## src/rtl/ims_consts.svh

```systemverilog
// ims_consts.svh: register indices, field positions and reset values
// assumes: included by bare name from the mirror select block files
`ifndef IMS_CONSTS_SVH
`define IMS_CONSTS_SVH

// ==========================================================
// register indices (byte address = 4 * index)
`define IMS_IDX_CAPTURE 6'h10
`define IMS_IDX_CTRL 6'h12
`define IMS_IDX_DIV 6'h14
`define IMS_IDX_ADDR_LO 6'h16
`define IMS_IDX_ADDR_HI 6'h18
`define IMS_IDX_STATUS 6'h19

// ==========================================================
// field positions
`define IMS_CAP_EN_BIT 15
`define IMS_CAP_ID_MSB 3
`define IMS_FILT_MSB 15
`define IMS_FILT_LSB 14
`define IMS_DIV_EN_BIT 13
`define IMS_MASK_MSB 8
`define IMS_DIV_MSB 9

// ==========================================================
// filter codes and reset values
`define IMS_FILT_ALL 2'h0
`define IMS_FILT_DA 2'h1
`define IMS_FILT_SA 2'h2
`define IMS_MASK_RST 9'h000
`define IMS_DIV_RST 10'h000
`define IMS_ADDR_RST 48'h0000_0000_0000
`define IMS_RSVD_MASK 9'h0c0

`endif

```

## src/rtl/ims_pkg.sv

```systemverilog
// ims_pkg.sv: types shared by the mirror select block
// assumes: nothing beyond a SystemVerilog compiler
package ims_pkg;
    typedef struct packed {
        logic [15:0] handle;
        logic [3:0] src_port;
        logic mirror;
        logic [3:0] cap_port;
    } ims_desc_s;
endpackage : ims_pkg

```

## src/rtl/ims_stream_if.sv

```systemverilog
// ims_stream_if.sv: valid/ready carrier for decided frame descriptors
// assumes: one producer and one consumer on the same clock
`timescale 1ns/1ps
`default_nettype none
interface ims_stream_if;
    import ims_pkg::*;
    logic valid;
    logic ready;
    ims_desc_s data;
    modport src (output valid, output data, input ready);
    modport snk (input valid, input data, output ready);
endinterface : ims_stream_if
`default_nettype wire

```

## src/rtl/ims_buf2.sv

```systemverilog
// ims_buf2.sv: two-entry buffer, head entry drives the outputs from flops
// assumes: synchronous reset, ce freezes all state
`timescale 1ns/1ps
`default_nettype none
module ims_buf2
    import ims_pkg::*;
(
    // clock and control
    input wire logic clk_i,
    input wire logic rst_i,
    input wire logic ce_i,
    // streams
    ims_stream_if.snk wr,
    ims_stream_if.src rd
);
    ims_desc_s s0_reg, s0_next, s1_reg, s1_next;
    logic [1:0] cnt_reg, cnt_next;
    logic vld_reg, vld_next, rdy_reg, rdy_next;
    logic push, pop;

    assign push = wr.valid & rdy_reg;
    assign pop = vld_reg & rd.ready;

    // ==========================================================
    // next state
    always_comb begin
        s0_next = s0_reg;
        s1_next = s1_reg;
        cnt_next = cnt_reg;
        if (push && pop) begin
            if (cnt_reg == 2'h2) begin
                s0_next = s1_reg;
                s1_next = wr.data;
            end else begin
                s0_next = wr.data;
            end
        end else if (pop) begin
            s0_next = s1_reg;
            cnt_next = cnt_reg - 2'h1;
        end else if (push) begin
            if (cnt_reg == 2'h0) begin
                s0_next = wr.data;
            end else begin
                s1_next = wr.data;
            end
            cnt_next = cnt_reg + 2'h1;
        end
        // registered flags: a stall downstream fills both entries, then ready drops
        vld_next = (cnt_next != 2'h0);
        rdy_next = (cnt_next != 2'h2);
    end

    always_ff @(posedge clk_i) begin
        if (rst_i) begin
            s0_reg <= '0;
            s1_reg <= '0;
            cnt_reg <= 2'h0;
            vld_reg <= 1'b0;
            rdy_reg <= 1'b0;
        end else if (ce_i) begin
            s0_reg <= s0_next;
            s1_reg <= s1_next;
            cnt_reg <= cnt_next;
            vld_reg <= vld_next;
            rdy_reg <= rdy_next;
        end
    end

    assign wr.ready = rdy_reg;
    assign rd.valid = vld_reg;
    assign rd.data = s0_reg;
endmodule : ims_buf2
`default_nettype wire

```

## src/rtl/ims_mirror_select.sv

```systemverilog
// ims_mirror_select.sv: ingress mirror selection with classic wishbone registers
// assumes: frame pipeline and bus master on clk_i, synchronous active high reset
`timescale 1ns/1ps
`default_nettype none
`include "ims_consts.svh"

// Function
// - nine-bit port mask, bit8 management, reset zero
// - masked ports' received frames copied to capture
// - many mask bits allowed, nothing lost
// - divider mirrors one of div plus one
// - 48-bit address compared to DA or SA
// - filter code: all, DA match, SA match
// - divider enable bit13; off mirrors every passer
// - global enable bit15; 4-bit capture port id
module ims_mirror_select
    import ims_pkg::*;
(
    // clock, reset, enable
    input wire logic clk_i,
    input wire logic rst_i,
    input wire logic ce_i,
    // wishbone slave
    input wire logic wb_cyc_i,
    input wire logic wb_stb_i,
    input wire logic wb_we_i,
    input wire logic [7:0] wb_adr_i,
    input wire logic [3:0] wb_sel_i,
    input wire logic [31:0] wb_dat_i,
    output logic [31:0] wb_dat_o,
    output logic wb_ack_o,
    // received frame descriptors
    input wire logic rx_valid_i,
    output logic rx_ready_o,
    input wire logic [15:0] rx_handle_i,
    input wire logic [3:0] rx_port_i,
    input wire logic [47:0] rx_da_i,
    input wire logic [47:0] rx_sa_i,
    // mirror decisions
    output logic dec_valid_o,
    input wire logic dec_ready_i,
    output logic [15:0] dec_handle_o,
    output logic [3:0] dec_port_o,
    output logic dec_mirror_o,
    output logic [3:0] dec_capture_port_o
);
    // ==========================================================
    // register file state
    logic cap_en_reg, cap_en_next;
    logic [3:0] cap_id_reg, cap_id_next;
    logic [1:0] filt_reg, filt_next;
    logic div_en_reg, div_en_next;
    logic [8:0] mask_reg, mask_next;
    logic [9:0] div_reg, div_next;
    logic [47:0] addr_reg, addr_next;
    logic ack_reg, ack_next;
    logic [31:0] dat_reg, dat_next;
    logic [5:0] idx;
    logic [31:0] rd_word, wr_word;

    // ==========================================================
    // selection state
    logic [9:0] cnt_reg, cnt_next;
    logic accept, port_sel, filt_pass, cand, mirror_dec;
    ims_desc_s in_desc;

    ims_stream_if wr_if ();
    ims_stream_if rd_if ();

    function automatic logic [31:0] merge_bytes(input logic [31:0] old_w, input logic [31:0] new_w,
                                                input logic [3:0] sel);
        logic [31:0] res;
        res = old_w;
        for (int b = 0; b < 4; b++) begin
            if (sel[b]) begin
                res[8*b +: 8] = new_w[8*b +: 8];
            end
        end
        return res;
    endfunction : merge_bytes

    assign idx = wb_adr_i[7:2];

    // ==========================================================
    // read image, reserved bits read zero
    always_comb begin
        case (idx)
            `IMS_IDX_CAPTURE: rd_word = {16'h0000, cap_en_reg, 11'h000, cap_id_reg};
            `IMS_IDX_CTRL: rd_word = {16'h0000, filt_reg, div_en_reg, 4'h0, mask_reg};
            `IMS_IDX_DIV: rd_word = {22'h00_0000, div_reg};
            `IMS_IDX_ADDR_LO: rd_word = addr_reg[31:0];
            `IMS_IDX_ADDR_HI: rd_word = {16'h0000, addr_reg[47:32]};
            `IMS_IDX_STATUS: rd_word = {22'h00_0000, cnt_reg};
            default: rd_word = 32'h0000_0000;
        endcase
    end

    assign wr_word = merge_bytes(rd_word, wb_dat_i, wb_sel_i);

    // ==========================================================
    // bus slave: ack one cycle after request, dropped the cycle after
    always_comb begin
        cap_en_next = cap_en_reg;
        cap_id_next = cap_id_reg;
        filt_next = filt_reg;
        div_en_next = div_en_reg;
        mask_next = mask_reg;
        div_next = div_reg;
        addr_next = addr_reg;
        ack_next = wb_cyc_i & wb_stb_i & ~ack_reg;
        dat_next = 32'h0000_0000;
        if (ack_next && !wb_we_i) begin
            dat_next = rd_word;
        end
        if (ack_next && wb_we_i) begin
            case (idx)
                `IMS_IDX_CAPTURE: begin
                    cap_en_next = wr_word[`IMS_CAP_EN_BIT];
                    cap_id_next = wr_word[`IMS_CAP_ID_MSB:0];
                end
                `IMS_IDX_CTRL: begin
                    filt_next = wr_word[`IMS_FILT_MSB:`IMS_FILT_LSB];
                    div_en_next = wr_word[`IMS_DIV_EN_BIT];
                    mask_next = wr_word[`IMS_MASK_MSB:0] & ~`IMS_RSVD_MASK;
                end
                `IMS_IDX_DIV: div_next = wr_word[`IMS_DIV_MSB:0];
                `IMS_IDX_ADDR_LO: addr_next[31:0] = wr_word;
                `IMS_IDX_ADDR_HI: addr_next[47:32] = wr_word[15:0];
                default: ;
            endcase
        end
    end

    always_ff @(posedge clk_i) begin
        if (rst_i) begin
            cap_en_reg <= 1'b0;
            cap_id_reg <= 4'h0;
            filt_reg <= `IMS_FILT_ALL;
            div_en_reg <= 1'b0;
            mask_reg <= `IMS_MASK_RST;
            div_reg <= `IMS_DIV_RST;
            addr_reg <= `IMS_ADDR_RST;
            ack_reg <= 1'b0;
            dat_reg <= 32'h0000_0000;
        end else if (ce_i) begin
            cap_en_reg <= cap_en_next;
            cap_id_reg <= cap_id_next;
            filt_reg <= filt_next;
            div_en_reg <= div_en_next;
            mask_reg <= mask_next;
            div_reg <= div_next;
            addr_reg <= addr_next;
            ack_reg <= ack_next;
            dat_reg <= dat_next;
        end
    end

    // ==========================================================
    // selection: port mask, address filter, divider
    assign accept = ce_i & rx_valid_i & wr_if.ready;
    // reserved mask bits are never stored, so ports 6 and 7 never select
    assign port_sel = (rx_port_i <= 4'h8) && mask_reg[rx_port_i];

    always_comb begin
        unique case (filt_reg)
            `IMS_FILT_ALL: filt_pass = 1'b1;
            `IMS_FILT_DA: filt_pass = (rx_da_i == addr_reg);
            `IMS_FILT_SA: filt_pass = (rx_sa_i == addr_reg);
            default: filt_pass = 1'b0; // reserved code mirrors nothing
        endcase
    end

    // counting is gated by the global enable and the port mask so a disabled port does not advance the phase
    assign cand = cap_en_reg & port_sel & filt_pass;
    // >= guards against the divider being lowered below a running count
    assign mirror_dec = cand & (!div_en_reg || cnt_reg >= div_reg);

    always_comb begin
        cnt_next = cnt_reg;
        if (accept && cand && div_en_reg) begin
            if (cnt_reg >= div_reg) begin
                cnt_next = 10'h000;
            end else begin
                cnt_next = cnt_reg + 10'h001;
            end
        end
    end

    always_ff @(posedge clk_i) begin
        if (rst_i) begin
            cnt_reg <= 10'h000;
        end else if (ce_i) begin
            cnt_reg <= cnt_next;
        end
    end

    // ==========================================================
    // decision buffer
    always_comb begin
        in_desc.handle = rx_handle_i;
        in_desc.src_port = rx_port_i;
        in_desc.mirror = mirror_dec;
        in_desc.cap_port = cap_id_reg;
    end

    assign wr_if.valid = rx_valid_i;
    assign wr_if.data = in_desc;
    assign rd_if.ready = dec_ready_i;

    ims_buf2 u_buf (
        .clk_i(clk_i),
        .rst_i(rst_i),
        .ce_i(ce_i),
        .wr(wr_if.snk),
        .rd(rd_if.src)
    );

    assign rx_ready_o = wr_if.ready;
    assign dec_valid_o = rd_if.valid;
    assign dec_handle_o = rd_if.data.handle;
    assign dec_port_o = rd_if.data.src_port;
    assign dec_mirror_o = rd_if.data.mirror;
    assign dec_capture_port_o = rd_if.data.cap_port;
    assign wb_ack_o = ack_reg;
    assign wb_dat_o = dat_reg;
endmodule : ims_mirror_select
`default_nettype wire

```

## config.mk

```make
export PLATFORM = sky130hd
export DESIGN_NAME = ims_mirror_select
export DESIGN_NICKNAME = d
export VERILOG_FILES = /design/src/rtl/ims_pkg.sv /design/src/rtl/ims_stream_if.sv /design/src/rtl/ims_buf2.sv /design/src/rtl/ims_mirror_select.sv
export VERILOG_INCLUDE_DIRS = /design/src /design/src/rtl
export SDC_FILE = /design/constraint.sdc
export NUM_CORES = 1
export LEC_CHECK = 0
export BUFFER_PORTS_ARGS = -buffer_cell sky130_fd_sc_hd__buf_2
export CAP_MARGIN = 20
export CORE_ASPECT_RATIO = 1.75
export CORE_MARGIN = 5
export CORE_UTILIZATION = 25
export CTS_CLUSTER_DIAMETER = 50
export DETAILED_ROUTE_END_ITERATION = 12
export HOLD_SLACK_MARGIN = 0.1
export SLEW_MARGIN = 20
export SYNTH_ARGS = -nofsm -noshare
export SYNTH_HDL_FRONTEND = slang
export SYNTH_SLANG_ARGS = --single-unit
```

## constraint.sdc

```tcl
create_clock -name clk_i -period 3.53 [get_ports clk_i]
set_input_delay 0.1765 -clock clk_i [delete_from_list [all_inputs] [get_ports clk_i]]
set_output_delay 0.1765 -clock clk_i [all_outputs]
set_load 0.005 [all_outputs]
```

==> impl_results.md <==
- Status: finished, final reports clean
- Max H-tree Level: 4
- Hold Startpoint: wb_dat_i[12]
- First-pass GRT wire length: around 49 mm
- Slew HR: between 40% and 50%
- Port Buffer Count: roughly 230
- Clk root buf: clkbuf_16
- Total GRT Usage: about 17%
- Final hold vios: 0
- WL final: roughly 32 mm
- Vias in the first global route: between 8000 and 9000
- Hold Path End: addr_reg[44]$_SDFFE_PP0P_
- Post-synth cell types: 48
- Syn_area_per_cell: around 8 um^2
- Critical Path End Type: register
- Tot Pwr: 4.27 mW
- Antenna-violating nets left: 0
- Worst-margin pin slew: between 0.8 and 0.9 ns
- Worst reg2reg path startpoint: filt_reg[0]$_SDFFE_PP0P_
- Final TNS setup: 0 ns
- Total core area: around 34000 um^2
- Layout Nets: around 1500
- Filler cell count in the final layout: between 3000 and 4000
- Startpoint types: register
- Max reg flops: 48
- Fin crit share: 95.3%
- DR pass1 iterations: 7
- Critical Path AT: ~3.7 ns
- Syn Inst Count: 1082
- Antenna violations before repair: 0
- Hold Crit Depth: 4
- F_max: ~300 MHz
- Slew Viols, Final: 0
- Routability Congestion: 0.904
- Post-synth top flop: dfxtp_1
- Global route overflow: 0
- Critical path type: reg2reg
- Setup Skew: around 0.014 ns
- CTS Buf Count: 17
- Layout area overhead: 34.7%
- Multi-input gate area: slightly below 5000 um^2
- RSZ-0062 raised after global routing: false
- Min Hold Slack: 0.138 ns
- RR Endpoint: cnt_reg[7]$_SDFFE_PP0P_
- Synth warn: 0
- FF+latch area: 3400 um^2
- Max rail drop VDD: around 0.32 mV
- EDFF count, synth: 0
- Vias per cell: 4.76
- Pleak: 4.41 nW
- Crit Path Max Fanout: 15
- Largest net degree at the start of global routing: 69
- Clock-pin slew on the worst setup and hold paths: about 0.08 ns
- Vias: slightly below 9000
- Cell count of the worst reg-to-reg path: 15
- Power density over cell area: 369 nW/um^2
- Row Count: 90
- Part of the Yosys area used for sequential elements: 39.6%
- Post-route cell area: roughly 12000 um^2
- Height of the chip: ~260 um
- 1st-iter DRT viols: between 400 and 500
- Drc violations: 0
- Synth Cell Area: between 8000 and 9000 um^2
- Share of cells above drive strength 1: about a quarter
- Final setup violation count: 0
- Wire per inst: 17.6 um
- Syn Nets: ~1300
- Sinks on Clock Net: 170
- Max-cap violations: 0
- HPWL Detailed: ~24 mm
- Post-synth ARST share: 0%
- CTS tree: done
- Clk_lat worst skew: roughly 0.45 ns
- Starting Density: between 20% and 30%
- Reg-to-reg slack, setup: ~0.17 ns
- Worst endpoint required time: 3.90 ns
- Seq cells post-synth: 170
- I/O pin cnt: ~230
- Hold Crit Class: in2reg
- Worst-case clock buffer depth: 2
- Final min period: between 3 and 4 ns
- Die area: 38300 um^2
- Horiz. Die Dim: around 150 um
- Post-DP Area: roughly 10000 um^2
[power by group]
| group | switching (mW) | internal (mW) |
|---|---|---|
| clock network | 0.915 | 0.942 |
| logic | 0.251 | 0.201 |
| registers | 0.0175 | 1.95 |
| total | 1.18 | 3.09 |
[stage by stage]
stage / utilization [%] / setup slack (ns) / std cells
3_5_place_dp: 30.3 / 0.0341 / 1740
4_1_cts: 33.5 / 0.0704 / 1825
2_1_floorplan: - / 0.500 / 1082
3_3_place_gp: 30.3 / 0.0984 / 1740
5_1_grt: 33.8 / 0.0188 / 1832
6_report: 33.8 / 0.167 / 1833
[kinds of logic after synthesis]
logic type | share of synthesized area [%]
AND/OR/NAND/NOR | 22.7
buffers and inverters | 4.16
flip-flops | 39.6
adder cells (fa/ha/maj) | 2.33
AO/OA/AOI/OAI | 15.3
multiplexers | 11.1
XOR/XNOR | 4.79
[critical path, stage by stage, from the launching register on]
cell	delay, ns
dfxtp_1	0.32
inv_2	0.07
ha_4	0.16
buf_4	0.12
buf_6	0.20
buf_4	0.21
mux2i_1	0.23
xnor2_1	0.16
nor4_1	0.25
nand4_1	0.21
nor4_2	0.23
buf_4	0.17
o2111ai_2	0.11
buf_6	0.17
or4_1	0.52
a21oi_2	0.14
[per-layer routing]
| layer | track usage, % | share of wire, % |
|---|---|---|
| met4 | 11.7 | 7.1 |
| met2 | 29.4 | 52 |
| met5 | 0 | 0 |
| met3 | 2.82 | 3.9 |
| met1 | 17.4 | 38 |
[cell type report]
type	instances	area share (%)
Clock buffer	17	3.67
Antenna cell	1	0.0216
Sequential cell	170	29.4
Inverter	23	0.746
Clock inverter	15	1.30
Tap cell	460	4.97
Timing Repair Buffer	326	17.6
Multi-Input combinational cell	821	42.3
[Yosys cell counts, types with 2 or more instances]
cell type,instances,area share [%]
mux2i_1,65,7.6
and3_1,5,0.36
mux4_2,4,1.0
ha_1,16,2.3
a31oi_1,3,0.22
clkbuf_1,59,2.6
a31o_2,2,0.20
and2_1,3,0.22
nor2b_1,38,2.8
a21o_1,2,0.17
buf_1,3,0.13
nor3_1,10,0.58
o21ai_0,17,0.99
nand3_1,38,2.2
nor4_1,6,0.44
o22ai_1,9,0.65
a211o_1,3,0.31
nand4b_1,3,0.31
mux2_2,19,2.5
buf_2,3,0.17
or4_1,4,0.35
a311oi_1,25,2.5
a21oi_1,144,8.4
dfxtp_1,170,40
o21a_1,2,0.17
xnor2_1,31,3.2
a211oi_1,3,0.26
nand4_1,7,0.51
or3_1,5,0.36
xor2_1,16,1.6
inv_1,22,0.96
nand2b_1,4,0.29
a22o_1,5,0.51
a22oi_1,4,0.35
nand2_1,242,11
nor2_1,78,3.4
[worst max path at each step]
stage / startpoint / end / slack (ns) / depth (start not counted)
after floorplan: filt_reg[0]$_SDFFE_PP0P_ / cnt_reg[3]$_SDFFE_PP0P_ / 0.50 / 13
after global placement: filt_reg[0]$_SDFFE_PP0P_ / cnt_reg[7]$_SDFFE_PP0P_ / 0.1 / 13
after detailed placement: filt_reg[0]$_SDFFE_PP0P_ / cnt_reg[5]$_SDFFE_PP0P_ / 0.03 / 13
after CTS: filt_reg[0]$_SDFFE_PP0P_ / cnt_reg[9]$_SDFFE_PP0P_ / 0.07 / 14
after global routing: filt_reg[0]$_SDFFE_PP0P_ / cnt_reg[7]$_SDFFE_PP0P_ / 0.02 / 15
final: filt_reg[0]$_SDFFE_PP0P_ / cnt_reg[7]$_SDFFE_PP0P_ / 0.17 / 15
[what timing repair did]
| action | in CTS | in global routing |
|---|---|---|
| hold buffers | 53 | 0 |
| gates resized for setup | 1 | 10 |
| pin swaps | 0 | 3 |
| endpoints found under the setup margin | 2 | 8 |
| setup buffers | 0 | 7 |
| endpoints found under the hold margin | 58 | 0 |
[placed cells by master (no fill, tap or decap), types with 4 or more instances in the layout]
| cell | count |
|---|---|
| xor2_1 | 16 |
| nand3_1 | 38 |
| buf_2 | 224 |
| mux2_2 | 19 |
| nor2b_1 | 38 |
| nand2_1 | 242 |
| clkbuf_16 | 17 |
| xnor2_1 | 31 |
| a22o_1 | 5 |
| inv_8 | 4 |
| or3_1 | 5 |
| mux2i_1 | 62 |
| a21oi_1 | 143 |
| nor4_1 | 5 |
| a311oi_1 | 25 |
| nor3_1 | 9 |
| and3_1 | 5 |
| nand2b_1 | 4 |
| inv_6 | 6 |
| dfxtp_1 | 169 |
| a22oi_1 | 4 |
| nor2_1 | 77 |
| ha_1 | 15 |
| inv_1 | 21 |
| mux4_2 | 4 |
| buf_4 | 46 |
| o21ai_0 | 17 |
| dlygate4sd3_1 | 53 |
| nand4_1 | 7 |
| o22ai_1 | 9 |
Note: power is estimated with default switching activity, not from simulation.
